==> src/verilog/mcw_params.svh <==
// Purpose: Constants for the multiple coil write and error reply block.
// Assumes: Included by the package user; byte addresses on a 32-bit Avalon-MM bus.
// Notes: Definitions only.
`ifndef MCW_PARAMS_SVH
`define MCW_PARAMS_SVH

`define MCW_REG_STATION 5'h00
`define MCW_REG_BIT_CYCLES 5'h04
`define MCW_REG_REFUSE 5'h08
`define MCW_REG_RUN_CMD 5'h0c
`define MCW_REG_COMM_ERR 5'h10
`define MCW_REG_STATUS 5'h14

`define MCW_STATION_RESET 8'h01
`define MCW_BIT_CYCLES_RESET 16'h32dd
`define MCW_GAP_BITS 6'h21
`define MCW_BCAST_ADDR 8'h00
`define MCW_MIN_FRAME 4'h4
`define MCW_BUF_BYTES 4'hb

`define MCW_CRC_INIT 16'hffff
`define MCW_CRC_POLY 16'ha001

`define MCW_FC_READ_COILS 8'h01
`define MCW_FC_READ_REGS 8'h03
`define MCW_FC_WRITE_COIL 8'h05
`define MCW_FC_WRITE_REG 8'h06
`define MCW_FC_DIAG 8'h08
`define MCW_FC_WRITE_COILS 8'h0f
`define MCW_FC_WRITE_REGS 8'h10
`define MCW_EXC_FLAG 8'h80

`define MCW_COIL_LIMIT 16'h0010
`define MCW_COUNT_MAX 16'h0010
`define MCW_COUNT_ONE_BYTE 16'h0008
`define MCW_BC_MAX 8'h02
`define MCW_RUN_RESERVED 16'h0e00

`define MCW_SUB_NONE 8'h00
`define MCW_SUB_FC 8'h01
`define MCW_SUB_ADDR 8'h02
`define MCW_SUB_DATA 8'h03
`define MCW_SUB_NAK 8'h07

`define MCW_LEN_ERR 3'h3
`define MCW_LEN_ECHO 3'h6

`define MCW_REF_PARAM 0
`define MCW_REF_COUNT 1
`define MCW_REF_DIAG 2
`define MCW_REF_RANGE 3
`define MCW_REF_NAK 4
`define MCW_REF_NAK_FIRST 5

`endif

==> src/verilog/mcw_pkg.sv <==
// Purpose: Types for the multiple coil write and error reply block.
// Assumes: Constants come from mcw_params.svh.
// Notes: States are Gray coded along idle, evaluate, send.
package mcw_pkg;

	typedef enum logic [1:0]
	{
		ST_IDLE = 2'b00,
		ST_EVAL = 2'b01,
		ST_SEND = 2'b11
	} mcw_state_t;

endpackage

==> src/verilog/mcw_multi_coil_write.sv <==
// Purpose: Serial query handling for write multiple coils and exception replies.
// Assumes: rx/tx byte streams come from a UART on the same clock; 125 MHz clock.
// Notes: Frames end after a 33 bit silence; only frames with a good check are used.
// Operation
// - Broadcast station zero multiple coil write executes but never sends any reply.
// - Coils 1-16 map onto run command word bits 0 to 15.
// - Coil address is number minus one; addresses 16 and above give subcode 2.
// - Byte count of zero or three and more gives subcode 3.
// - Coil count zero or above sixteen gives subcode 2.
// - Start address plus count running past the coil range is accepted.
// - Count nine or more with byte count one or less gives subcode 3.
// - Count eight or less with byte count two is accepted.
// - Data bits taken LSB first in ascending coil order; extra bits ignored.
// - Reserved coil positions always read back as zero.
// - Good write is answered by echoing start address and coil count.
// - Bad query is not executed; reply is station, exception, subcode, check.
// - Error reply carries the query's own station address.
// - Exception byte is function plus 80 hex, unchanged when above 80 hex.
// - Unsupported function gives subcode 1 with the highest priority.
// - Bad parameter code, count or diagnostic sub-function gives subcode 2.
// - Unused later items in a multi-item transfer raise no error.
// - Start code plus item count past the range raises no error.
// - Out of range write data gives subcode 3; order against 7 selectable.
// - Missing write right or forbidden write gives subcode 7.
// - Every sent error reply stores its subcode in the comm error code.
// - A 33 bit silence ends a frame; a broken partial frame is discarded.
`timescale 1ns/100ps
`default_nettype none
`include "mcw_params.svh"

module mcw_multi_coil_write
	import mcw_pkg::*;
(
	input wire logic clock,
	input wire logic sys_rst,
	input wire logic [4:0] avs_address,
	input wire logic avs_read,
	input wire logic avs_write,
	input wire logic [31:0] avs_writedata,
	output logic [31:0] avs_readdata,
	output logic avs_waitrequest,
	input wire logic [7:0] rx_data,
	input wire logic rx_valid,
	output logic [7:0] tx_data,
	output logic tx_valid,
	input wire logic tx_ready,
	output logic [15:0] run_command_word,
	output logic [7:0] comm_error_code
);

	function automatic logic [15:0] crc_byte(input logic [15:0] c, input logic [7:0] b);
		logic [15:0] r;
		r = c ^ {8'h00, b};
		for (int i = 0; i < 8; i++)
			r = r[0] ? ((r >> 1) ^ `MCW_CRC_POLY) : (r >> 1);
		return r;
	endfunction

	function automatic logic fc_supported(input logic [7:0] f);
		return f == `MCW_FC_READ_COILS || f == `MCW_FC_READ_REGS ||
			f == `MCW_FC_WRITE_COIL || f == `MCW_FC_WRITE_REG ||
			f == `MCW_FC_DIAG || f == `MCW_FC_WRITE_COILS || f == `MCW_FC_WRITE_REGS;
	endfunction

	logic [7:0] station;
	logic [15:0] bit_cycles;
	logic [5:0] refuse;
	logic last_error;
	logic [15:0] div_cnt;
	logic bit_tick;
	logic [5:0] gap_bits;
	logic armed;
	logic [3:0] rx_count;
	logic [15:0] rx_crc;
	logic [7:0] rxb [0:10];
	mcw_state_t state;
	logic [7:0] resp [0:5];
	logic [2:0] resp_len;
	logic [3:0] tx_idx;
	logic [15:0] tx_crc;

	// Bus slave: every access waits exactly one cycle, so one request is
	// answered per two clocks and back-to-back requests need no extra state.
	logic bus_take;
	assign bus_take = (avs_read || avs_write) && avs_waitrequest;

	always_ff @(posedge clock)
	begin
		if (sys_rst)
			avs_waitrequest <= 1'b1;
		else
			avs_waitrequest <= !bus_take;
	end

	always_ff @(posedge clock)
	begin
		if (sys_rst)
			avs_readdata <= 32'h0000_0000;
		else if (avs_read && avs_waitrequest)
		begin
			unique case (avs_address)
				`MCW_REG_STATION: avs_readdata <= {24'h00_0000, station};
				`MCW_REG_BIT_CYCLES: avs_readdata <= {16'h0000, bit_cycles};
				`MCW_REG_REFUSE: avs_readdata <= {26'h000_0000, refuse};
				`MCW_REG_RUN_CMD: avs_readdata <= {16'h0000, run_command_word};
				`MCW_REG_COMM_ERR: avs_readdata <= {24'h00_0000, comm_error_code};
				`MCW_REG_STATUS: avs_readdata <= {30'h0000_0000, last_error, state != ST_IDLE};
				default: avs_readdata <= 32'h0000_0000;
			endcase
		end
	end

	always_ff @(posedge clock)
	begin
		if (sys_rst)
		begin
			station <= `MCW_STATION_RESET;
			bit_cycles <= `MCW_BIT_CYCLES_RESET;
			refuse <= 6'h00;
		end
		else if (avs_write && !avs_waitrequest)
		begin
			if (avs_address == `MCW_REG_STATION)
				station <= avs_writedata[7:0];
			if (avs_address == `MCW_REG_BIT_CYCLES)
				bit_cycles <= avs_writedata[15:0];
			if (avs_address == `MCW_REG_REFUSE)
				refuse <= avs_writedata[5:0];
		end
	end

	// Bit time enable, restarted by every received byte so silence is
	// measured from the end of the last character.
	always_ff @(posedge clock)
	begin
		if (sys_rst || rx_valid)
		begin
			div_cnt <= 16'h0000;
			bit_tick <= 1'b0;
		end
		else if (16'(div_cnt + 16'h0001) >= bit_cycles)
		begin
			div_cnt <= 16'h0000;
			bit_tick <= 1'b1;
		end
		else
		begin
			div_cnt <= 16'(div_cnt + 16'h0001);
			bit_tick <= 1'b0;
		end
	end

	logic gap_end;
	logic frame_go;
	assign gap_end = bit_tick && gap_bits == 6'(`MCW_GAP_BITS - 6'h01);
	// A gap inside a frame cuts it short, so its check fails and it is dropped.
	assign frame_go = gap_end && armed && rx_count >= `MCW_MIN_FRAME && rx_crc == 16'h0000 &&
		(rxb[0] == station || rxb[0] == `MCW_BCAST_ADDR) && state == ST_IDLE;

	always_ff @(posedge clock)
	begin
		if (sys_rst)
		begin
			gap_bits <= 6'h00;
			armed <= 1'b0;
			rx_count <= 4'h0;
			rx_crc <= `MCW_CRC_INIT;
		end
		else if (rx_valid)
		begin
			gap_bits <= 6'h00;
			if (armed && state == ST_IDLE)
			begin
				if (rx_count < `MCW_BUF_BYTES)
					rxb[rx_count] <= rx_data;
				if (rx_count != 4'hf)
					rx_count <= 4'(rx_count + 4'h1);
				rx_crc <= crc_byte(rx_crc, rx_data);
			end
		end
		else if (bit_tick && gap_bits != `MCW_GAP_BITS)
		begin
			gap_bits <= 6'(gap_bits + 6'h01);
			if (gap_end)
			begin
				armed <= 1'b1;
				rx_count <= 4'h0;
				rx_crc <= `MCW_CRC_INIT;
			end
		end
	end

	logic [7:0] q_fc;
	logic [15:0] q_addr;
	logic [15:0] q_cnt;
	logic [7:0] q_bc;
	logic [15:0] q_data;
	logic [7:0] next_sub;
	logic q_write;
	logic q_reply;
	assign q_fc = rxb[1];
	assign q_addr = {rxb[2], rxb[3]};
	assign q_cnt = {rxb[4], rxb[5]};
	assign q_bc = rxb[6];
	// With one data byte, buffer slot 8 holds the check, not coil data.
	assign q_data = (q_bc >= `MCW_BC_MAX) ? {rxb[8], rxb[7]} : {8'h00, rxb[7]};

	// Refusal bits judge the first item only, so later items and an overrun raise no error.
	always_comb
	begin
		next_sub = `MCW_SUB_NONE;
		if (!fc_supported(q_fc))
			next_sub = `MCW_SUB_FC;
		else if ((q_fc == `MCW_FC_WRITE_COILS && (q_addr >= `MCW_COIL_LIMIT ||
			q_cnt == 16'h0000 || q_cnt > `MCW_COUNT_MAX)) ||
			refuse[`MCW_REF_PARAM] || refuse[`MCW_REF_COUNT] || refuse[`MCW_REF_DIAG])
			next_sub = `MCW_SUB_ADDR;
		else if (q_fc == `MCW_FC_WRITE_COILS && (q_bc == 8'h00 || q_bc > `MCW_BC_MAX ||
			(q_cnt > `MCW_COUNT_ONE_BYTE && q_bc < `MCW_BC_MAX)))
			next_sub = `MCW_SUB_DATA;
		else if (refuse[`MCW_REF_NAK] && refuse[`MCW_REF_NAK_FIRST])
			next_sub = `MCW_SUB_NAK;
		else if (refuse[`MCW_REF_RANGE])
			next_sub = `MCW_SUB_DATA;
		else if (refuse[`MCW_REF_NAK])
			next_sub = `MCW_SUB_NAK;
	end

	// An end past coil 16 is not an error; those coils simply do not exist.
	assign q_write = state == ST_EVAL && q_fc == `MCW_FC_WRITE_COILS &&
		next_sub == `MCW_SUB_NONE;
	// Other supported functions without an error belong to another handler.
	assign q_reply = rxb[0] != `MCW_BCAST_ADDR &&
		(next_sub != `MCW_SUB_NONE || q_fc == `MCW_FC_WRITE_COILS);

	logic [15:0] next_run;
	for (genvar g = 0; g < 16; g++)
	begin : g_coil
		logic [4:0] off;
		logic hit;
		assign off = 5'(5'(g) - q_addr[4:0]);
		assign hit = q_write && 16'(g) >= q_addr && 16'({11'h000, off}) < q_cnt;
		assign next_run[g] = hit ? q_data[off[3:0]] : run_command_word[g];
	end

	always_ff @(posedge clock)
	begin
		if (sys_rst)
			run_command_word <= 16'h0000;
		else
			run_command_word <= next_run & ~`MCW_RUN_RESERVED;
	end

	always_ff @(posedge clock)
	begin
		if (sys_rst)
		begin
			comm_error_code <= `MCW_SUB_NONE;
			last_error <= 1'b0;
			resp_len <= `MCW_LEN_ECHO;
		end
		else if (state == ST_EVAL && q_reply)
		begin
			resp[0] <= rxb[0];
			if (next_sub != `MCW_SUB_NONE)
			begin
				resp[1] <= (q_fc > `MCW_EXC_FLAG) ? q_fc : 8'(q_fc + `MCW_EXC_FLAG);
				resp[2] <= next_sub;
				resp_len <= `MCW_LEN_ERR;
				comm_error_code <= next_sub;
				last_error <= 1'b1;
			end
			else
			begin
				for (int i = 1; i < 6; i++)
					resp[i] <= rxb[i];
				resp_len <= `MCW_LEN_ECHO;
				last_error <= 1'b0;
			end
		end
	end

	always_ff @(posedge clock)
	begin
		if (sys_rst)
		begin
			state <= ST_IDLE;
			tx_valid <= 1'b0;
			tx_data <= 8'h00;
			tx_idx <= 4'h0;
			tx_crc <= `MCW_CRC_INIT;
		end
		else
		begin
			unique case (state)
				ST_IDLE:
				begin
					if (frame_go)
						state <= ST_EVAL;
				end
				ST_EVAL:
				begin
					if (q_reply)
					begin
						state <= ST_SEND;
						tx_valid <= 1'b1;
						tx_data <= rxb[0];
						tx_idx <= 4'h1;
						tx_crc <= crc_byte(`MCW_CRC_INIT, rxb[0]);
					end
					else
						state <= ST_IDLE;
				end
				ST_SEND:
				begin
					if (tx_ready)
					begin
						if (tx_idx == 4'({1'b0, resp_len} + 4'h2))
						begin
							tx_valid <= 1'b0;
							state <= ST_IDLE;
						end
						else
						begin
							if (tx_idx < {1'b0, resp_len})
							begin
								tx_data <= resp[tx_idx[2:0]];
								tx_crc <= crc_byte(tx_crc, resp[tx_idx[2:0]]);
							end
							else if (tx_idx == {1'b0, resp_len})
								tx_data <= tx_crc[7:0];
							else
								tx_data <= tx_crc[15:8];
							tx_idx <= 4'(tx_idx + 4'h1);
						end
					end
				end
				default:
					state <= ST_IDLE;
			endcase
		end
	end

	logic q_eval;
	assign q_eval = state == ST_EVAL;
endmodule // mcw_multi_coil_write

`default_nettype wire

==> config.mk <==
export PLATFORM = sky130hd
export DESIGN_NAME = mcw_multi_coil_write
export DESIGN_NICKNAME = d
export VERILOG_FILES = /design/src/verilog/mcw_pkg.sv /design/src/verilog/mcw_multi_coil_write.sv
export VERILOG_INCLUDE_DIRS = /design/src /design/src/verilog
export SDC_FILE = /design/constraint.sdc
export NUM_CORES = 1
export LEC_CHECK = 0
export CAP_MARGIN = 20
export CORE_UTILIZATION = 55
export CTS_CLUSTER_SIZE = 12
export DETAILED_ROUTE_END_ITERATION = 7
export DONT_BUFFER_PORTS = 1
export PLACE_DENSITY = 0.73
export SLEW_MARGIN = 10
export SYNTH_ARGS = -nofsm -noshare
export SYNTH_HDL_FRONTEND = slang
export SYNTH_SLANG_ARGS = --single-unit
==> constraint.sdc <==
create_clock -name clock -period 7.7 [get_ports clock]
set_clock_uncertainty 0.1 [all_clocks]
set_input_delay 1.155 -clock clock [delete_from_list [all_inputs] [get_ports clock]]
set_output_delay 1.155 -clock clock [all_outputs]
set_load 0.03 [all_outputs]
==> results.md <==
- Status: finished clean
- Min Tclk post-route: ~4.1 ns
- Worst path slowest cell: a2111o_1
- Min-Delay Path Depth: 0
- Final setup fails: 0
- Clock Latency Late Sink: between 0.5 and 0.6 ns
- Tcrit/Tclk final: a little over half
- Fin Hold WS: approximately 0.35 ns
- Vias in the first global route: 9,770
- Starting Density: 56.3%
- Post-synth EDFFs: 120
- Int Power: 2.21 mW
- Largest net degree at the start of global routing: between 80 and 90
- PwrDens: ~190 nW/um2
- Critical path data required time: 7.86 ns
- Routed wire length: approximately 33,000 um
- Gr usage total: a little over a quarter
- Area share of the largest cell type after synthesis: around a quarter
- Cells along the critical path: nor4_1, nand3_1, nand3b_1, or3b_1, a2111o_1, nand2b_1, nor2_2, buf_4, a21oi_1
- Setup repair after global routing missed its margin: no
- Die width: about 160 um
- Layout cells sized above 1: between 7 and 8%
- GRT Residual Overflow: 0
- Worst hold path class: flip-flop to flip-flop
- Root Driver: clkbuf_16
- WL per Instance: between 15 and 20 um
- GPL Wtd Cong: between 0.9 and 1
- Die height: 160 um
- R2R Path Start: rxb[4][7]$_DFFE_PP_
- Ys Warns: 0
- Initial DRC count: 920
- Drt first pass iters: 6
- Fmax: ~0.25 GHz
- Ports: about 120
- Reg2Reg Setup Slack: approximately 3.6 ns
- Seq pwr share: between 50% and 60%
- GR Util met1: 34.8%
- Reg2Reg Depth: 9
- Cts-stage hold buffer count: 0
- DRC: 0
- Die footprint: roughly 26,000 um2
- Max-Cap Viols: 0
- Initial antenna violation count: 0
- GR Layer Usage met2: roughly 43%
- Count of input and output buffers: 0
- Worst hold endpoint: resp[4][6]$_DFFE_PP_
- Synth Instances: about 1,400
- Area growth syn-to-layout: 7.98%
- Core box area: 24,400 um2
- Clock sink count: 263
- Delay-heaviest family, CP: simple AND/OR/NAND/NOR gates
- Clk slew on worst S/H paths: about 0.06 ns
- CTS H-Tree Depth: 1
- Met3 Usage GRT: under 10%
- Grt peak-use layer: met2
- Crit start category: flip-flop
- Synth unique cells: 70
- Max IR drop VDD: 0.148 mV
- Post-route ant nets: 0
- Critical path peak fanout: 25
- Floorplan row count: 57
- Synth Flop Type: dfxtp_1
- Vias: a little over 10,000
- Max Slew Vio Count: 0
- Post-synth ARST share: 0%
- Fill count: approximately 2,000
- Final Hold Viols: 0
- CP Data Arrival Time: about 4.2 ns
- Synth area leaders: edfxtp_1 26%, dfxtp_1 21%, ha_1 7.7%
- Clock power share: 45.4%
- Postcts setup bufs: 0
- HP Start: rxb[4][6]$_DFFE_PP_
- Num CTS Buffers: 28
- Synthesized area per cell: between 10 and 15 um2
- Via/cell ratio: ~6.0
- Slew HR: between 20% and 30%
- Largest stage delay, worst path: 0.67 ns
- N_diodes: 0
- Cell Area, Synth: 13,700 um2
- Synthesized flop and latch total: ~260
- Lkg Pwr: 5.48 nW
- Sw Share: between 20 and 25%
- Least-Margin Pin Slew: 1.11 ns
- Fin nets: about 1,500
- Max clock buf depth: 3
- Total negative slack: 0 ns
- Synth area leader: edfxtp_1
- Gate power share: 2.2%
- DP Wirelength: 23,600 um
- Crit Path Class: flip-flop to flip-flop
- Psw: 0.578 mW
- Reg2reg end: resp[1][7]$_DFFE_PP_
- PostCTS Resize Cnt: 0
- First-pass GRT wire length: approximately 53,000 um
- Sequential element share of the synthesized area: 47.1%
- CP Buf/Inv Count: 1
- CTS tree: yes
- CP endpoint kind: flip-flop
[sequential cells by signal (all words and copies together), names as in the netlist, 2 cells and up, named ones only]
name              flops
avs_readdata         16
bit_cycles           16
comm_error_code       3
div_cnt              16
gap_bits              6
refuse                6
resp                 48
resp_len              2
run_command_word     13
rx_count              4
rx_crc               16
rxb                  72
state                 2
station               8
tx_crc               16
tx_data               8
tx_idx                4
[power groups by stage]
stage	sequential (mW)	combinational [mW]	clock [mW]
final	1.46	0.0616	1.27
after global routing	1.46	0.0671	1.33
after CTS	1.46	0.0606	1.28
after detailed placement	1.49	0.0602	0
after global placement	1.49	0.0600	0
after floorplan	1.49	0.0680	0
[layer usage]
layer  up-vias  wire (um)
met5         -          0
met4         0       1180
met3        82       2270
met2       393      15700
met1      4810      14100
li1       4822          -
[cell usage after synthesis, types with 20 or more instances]
master	number
nor2_1	128
nor3_1	28
o21ai_0	52
edfxtp_1	120
o211ai_1	20
nand2_1	133
a21oi_1	105
ha_1	84
a21o_1	28
buf_4	24
xnor2_1	80
mux2i_1	33
dfxtp_1	143
inv_1	52
nand3_1	43
mux2_2	20
clkbuf_1	51
[cell type report]
| type | instances | area [um2] | share of cell area (%) |
|---|---|---|---|
| clock buffer | 46 | 833 | 5.62 |
| clock inverter | 5 | 27.5 | 0.186 |
| inverter | 54 | 203 | 1.37 |
| multi-input combinational | 987 | 6770 | 45.6 |
| sequential | 263 | 6470 | 43.6 |
| tap | 324 | 405 | 2.73 |
| timing repair buffer | 18 | 128 | 0.860 |
[cell usage in the layout (no fill, tap or decap), types with 4 or more instances in the layout]
master     Yosys  final
o21ai_0       52     51
o31ai_1        4      4
a211oi_1      15     15
nand2_1      133    133
xor2_1        18     18
dfxtp_1      143    143
nor4_1        12     11
xnor2_1       80     80
mux2i_1       33     33
inv_1         52     52
and2_1         4      4
nor2_1       128    127
nand3_1       43     43
a22oi_1       17     17
clkbuf_16      0     29
o211ai_1      20     20
nor3_1        28     27
and3_1         7      7
nor2b_1        7      7
or3_1          5      5
clkbuf_1      51     10
ha_1          84     84
mux2_2        20     20
conb_1         1     29
clkbuf_8       0      4
nand4_1       14     14
buf_4         24     13
mux4_2        17     17
a31oi_1        6      6
edfxtp_1     120    120
a21oi_1      105    105
a21boi_0      18     18
nand2b_1       9      9
a21o_1        28     28
[kinds of logic (layout without fill, tap and decap cells)]
family | after synthesis | in the layout | share of synthesized area (%)
AOI/OAI and AO/OA | 290 | 290 | 13.1
and+or+nand+nor | 408 | 408 | 13.4
xor gates and xnor gates | 102 | 102 | 6.77
DFF | 263 | 263 | 47.1
other | 1 | 29 | 0.0273
muxes | 74 | 74 | 7.46
adders and majority gates | 84 | 84 | 7.65
buffers and inverters | 136 | 123 | 4.51
[how the worst max path moves through the flow]
stage,startpoint,end,depth (start not counted)
3_5_place_dp,rxb[4][7]$_DFFE_PP_,resp[1][7]$_DFFE_PP_,9
3_3_place_gp,rxb[4][7]$_DFFE_PP_,resp[4][3]$_DFFE_PP_,8
2_1_floorplan,rxb[3][4]$_DFFE_PP_,resp[3][0]$_DFFE_PP_,8
5_1_grt,rxb[4][7]$_DFFE_PP_,resp[1][7]$_DFFE_PP_,9
6_report,rxb[4][7]$_DFFE_PP_,resp[1][7]$_DFFE_PP_,9
4_1_cts,rxb[4][7]$_DFFE_PP_,resp[1][7]$_DFFE_PP_,9
[per-stage QoR]
step / instances / total power, mW / worst slack, ns / util [%] / cell area, um2
6_report: 1697 / 2.79 / 3.62 / 60.8 / 14800
3_3_place_gp: 1640 / 1.55 / 3.63 / 57.1 / 13900
4_1_cts: 1692 / 2.80 / 3.58 / 60.7 / 14800
2_1_floorplan: 1386 / 1.56 / 4.10 / - / 13800
3_5_place_dp: 1641 / 1.55 / 3.63 / 57.1 / 13900
5_1_grt: 1697 / 2.86 / 3.47 / 60.8 / 14800
(Power assumes the default switching activity.)
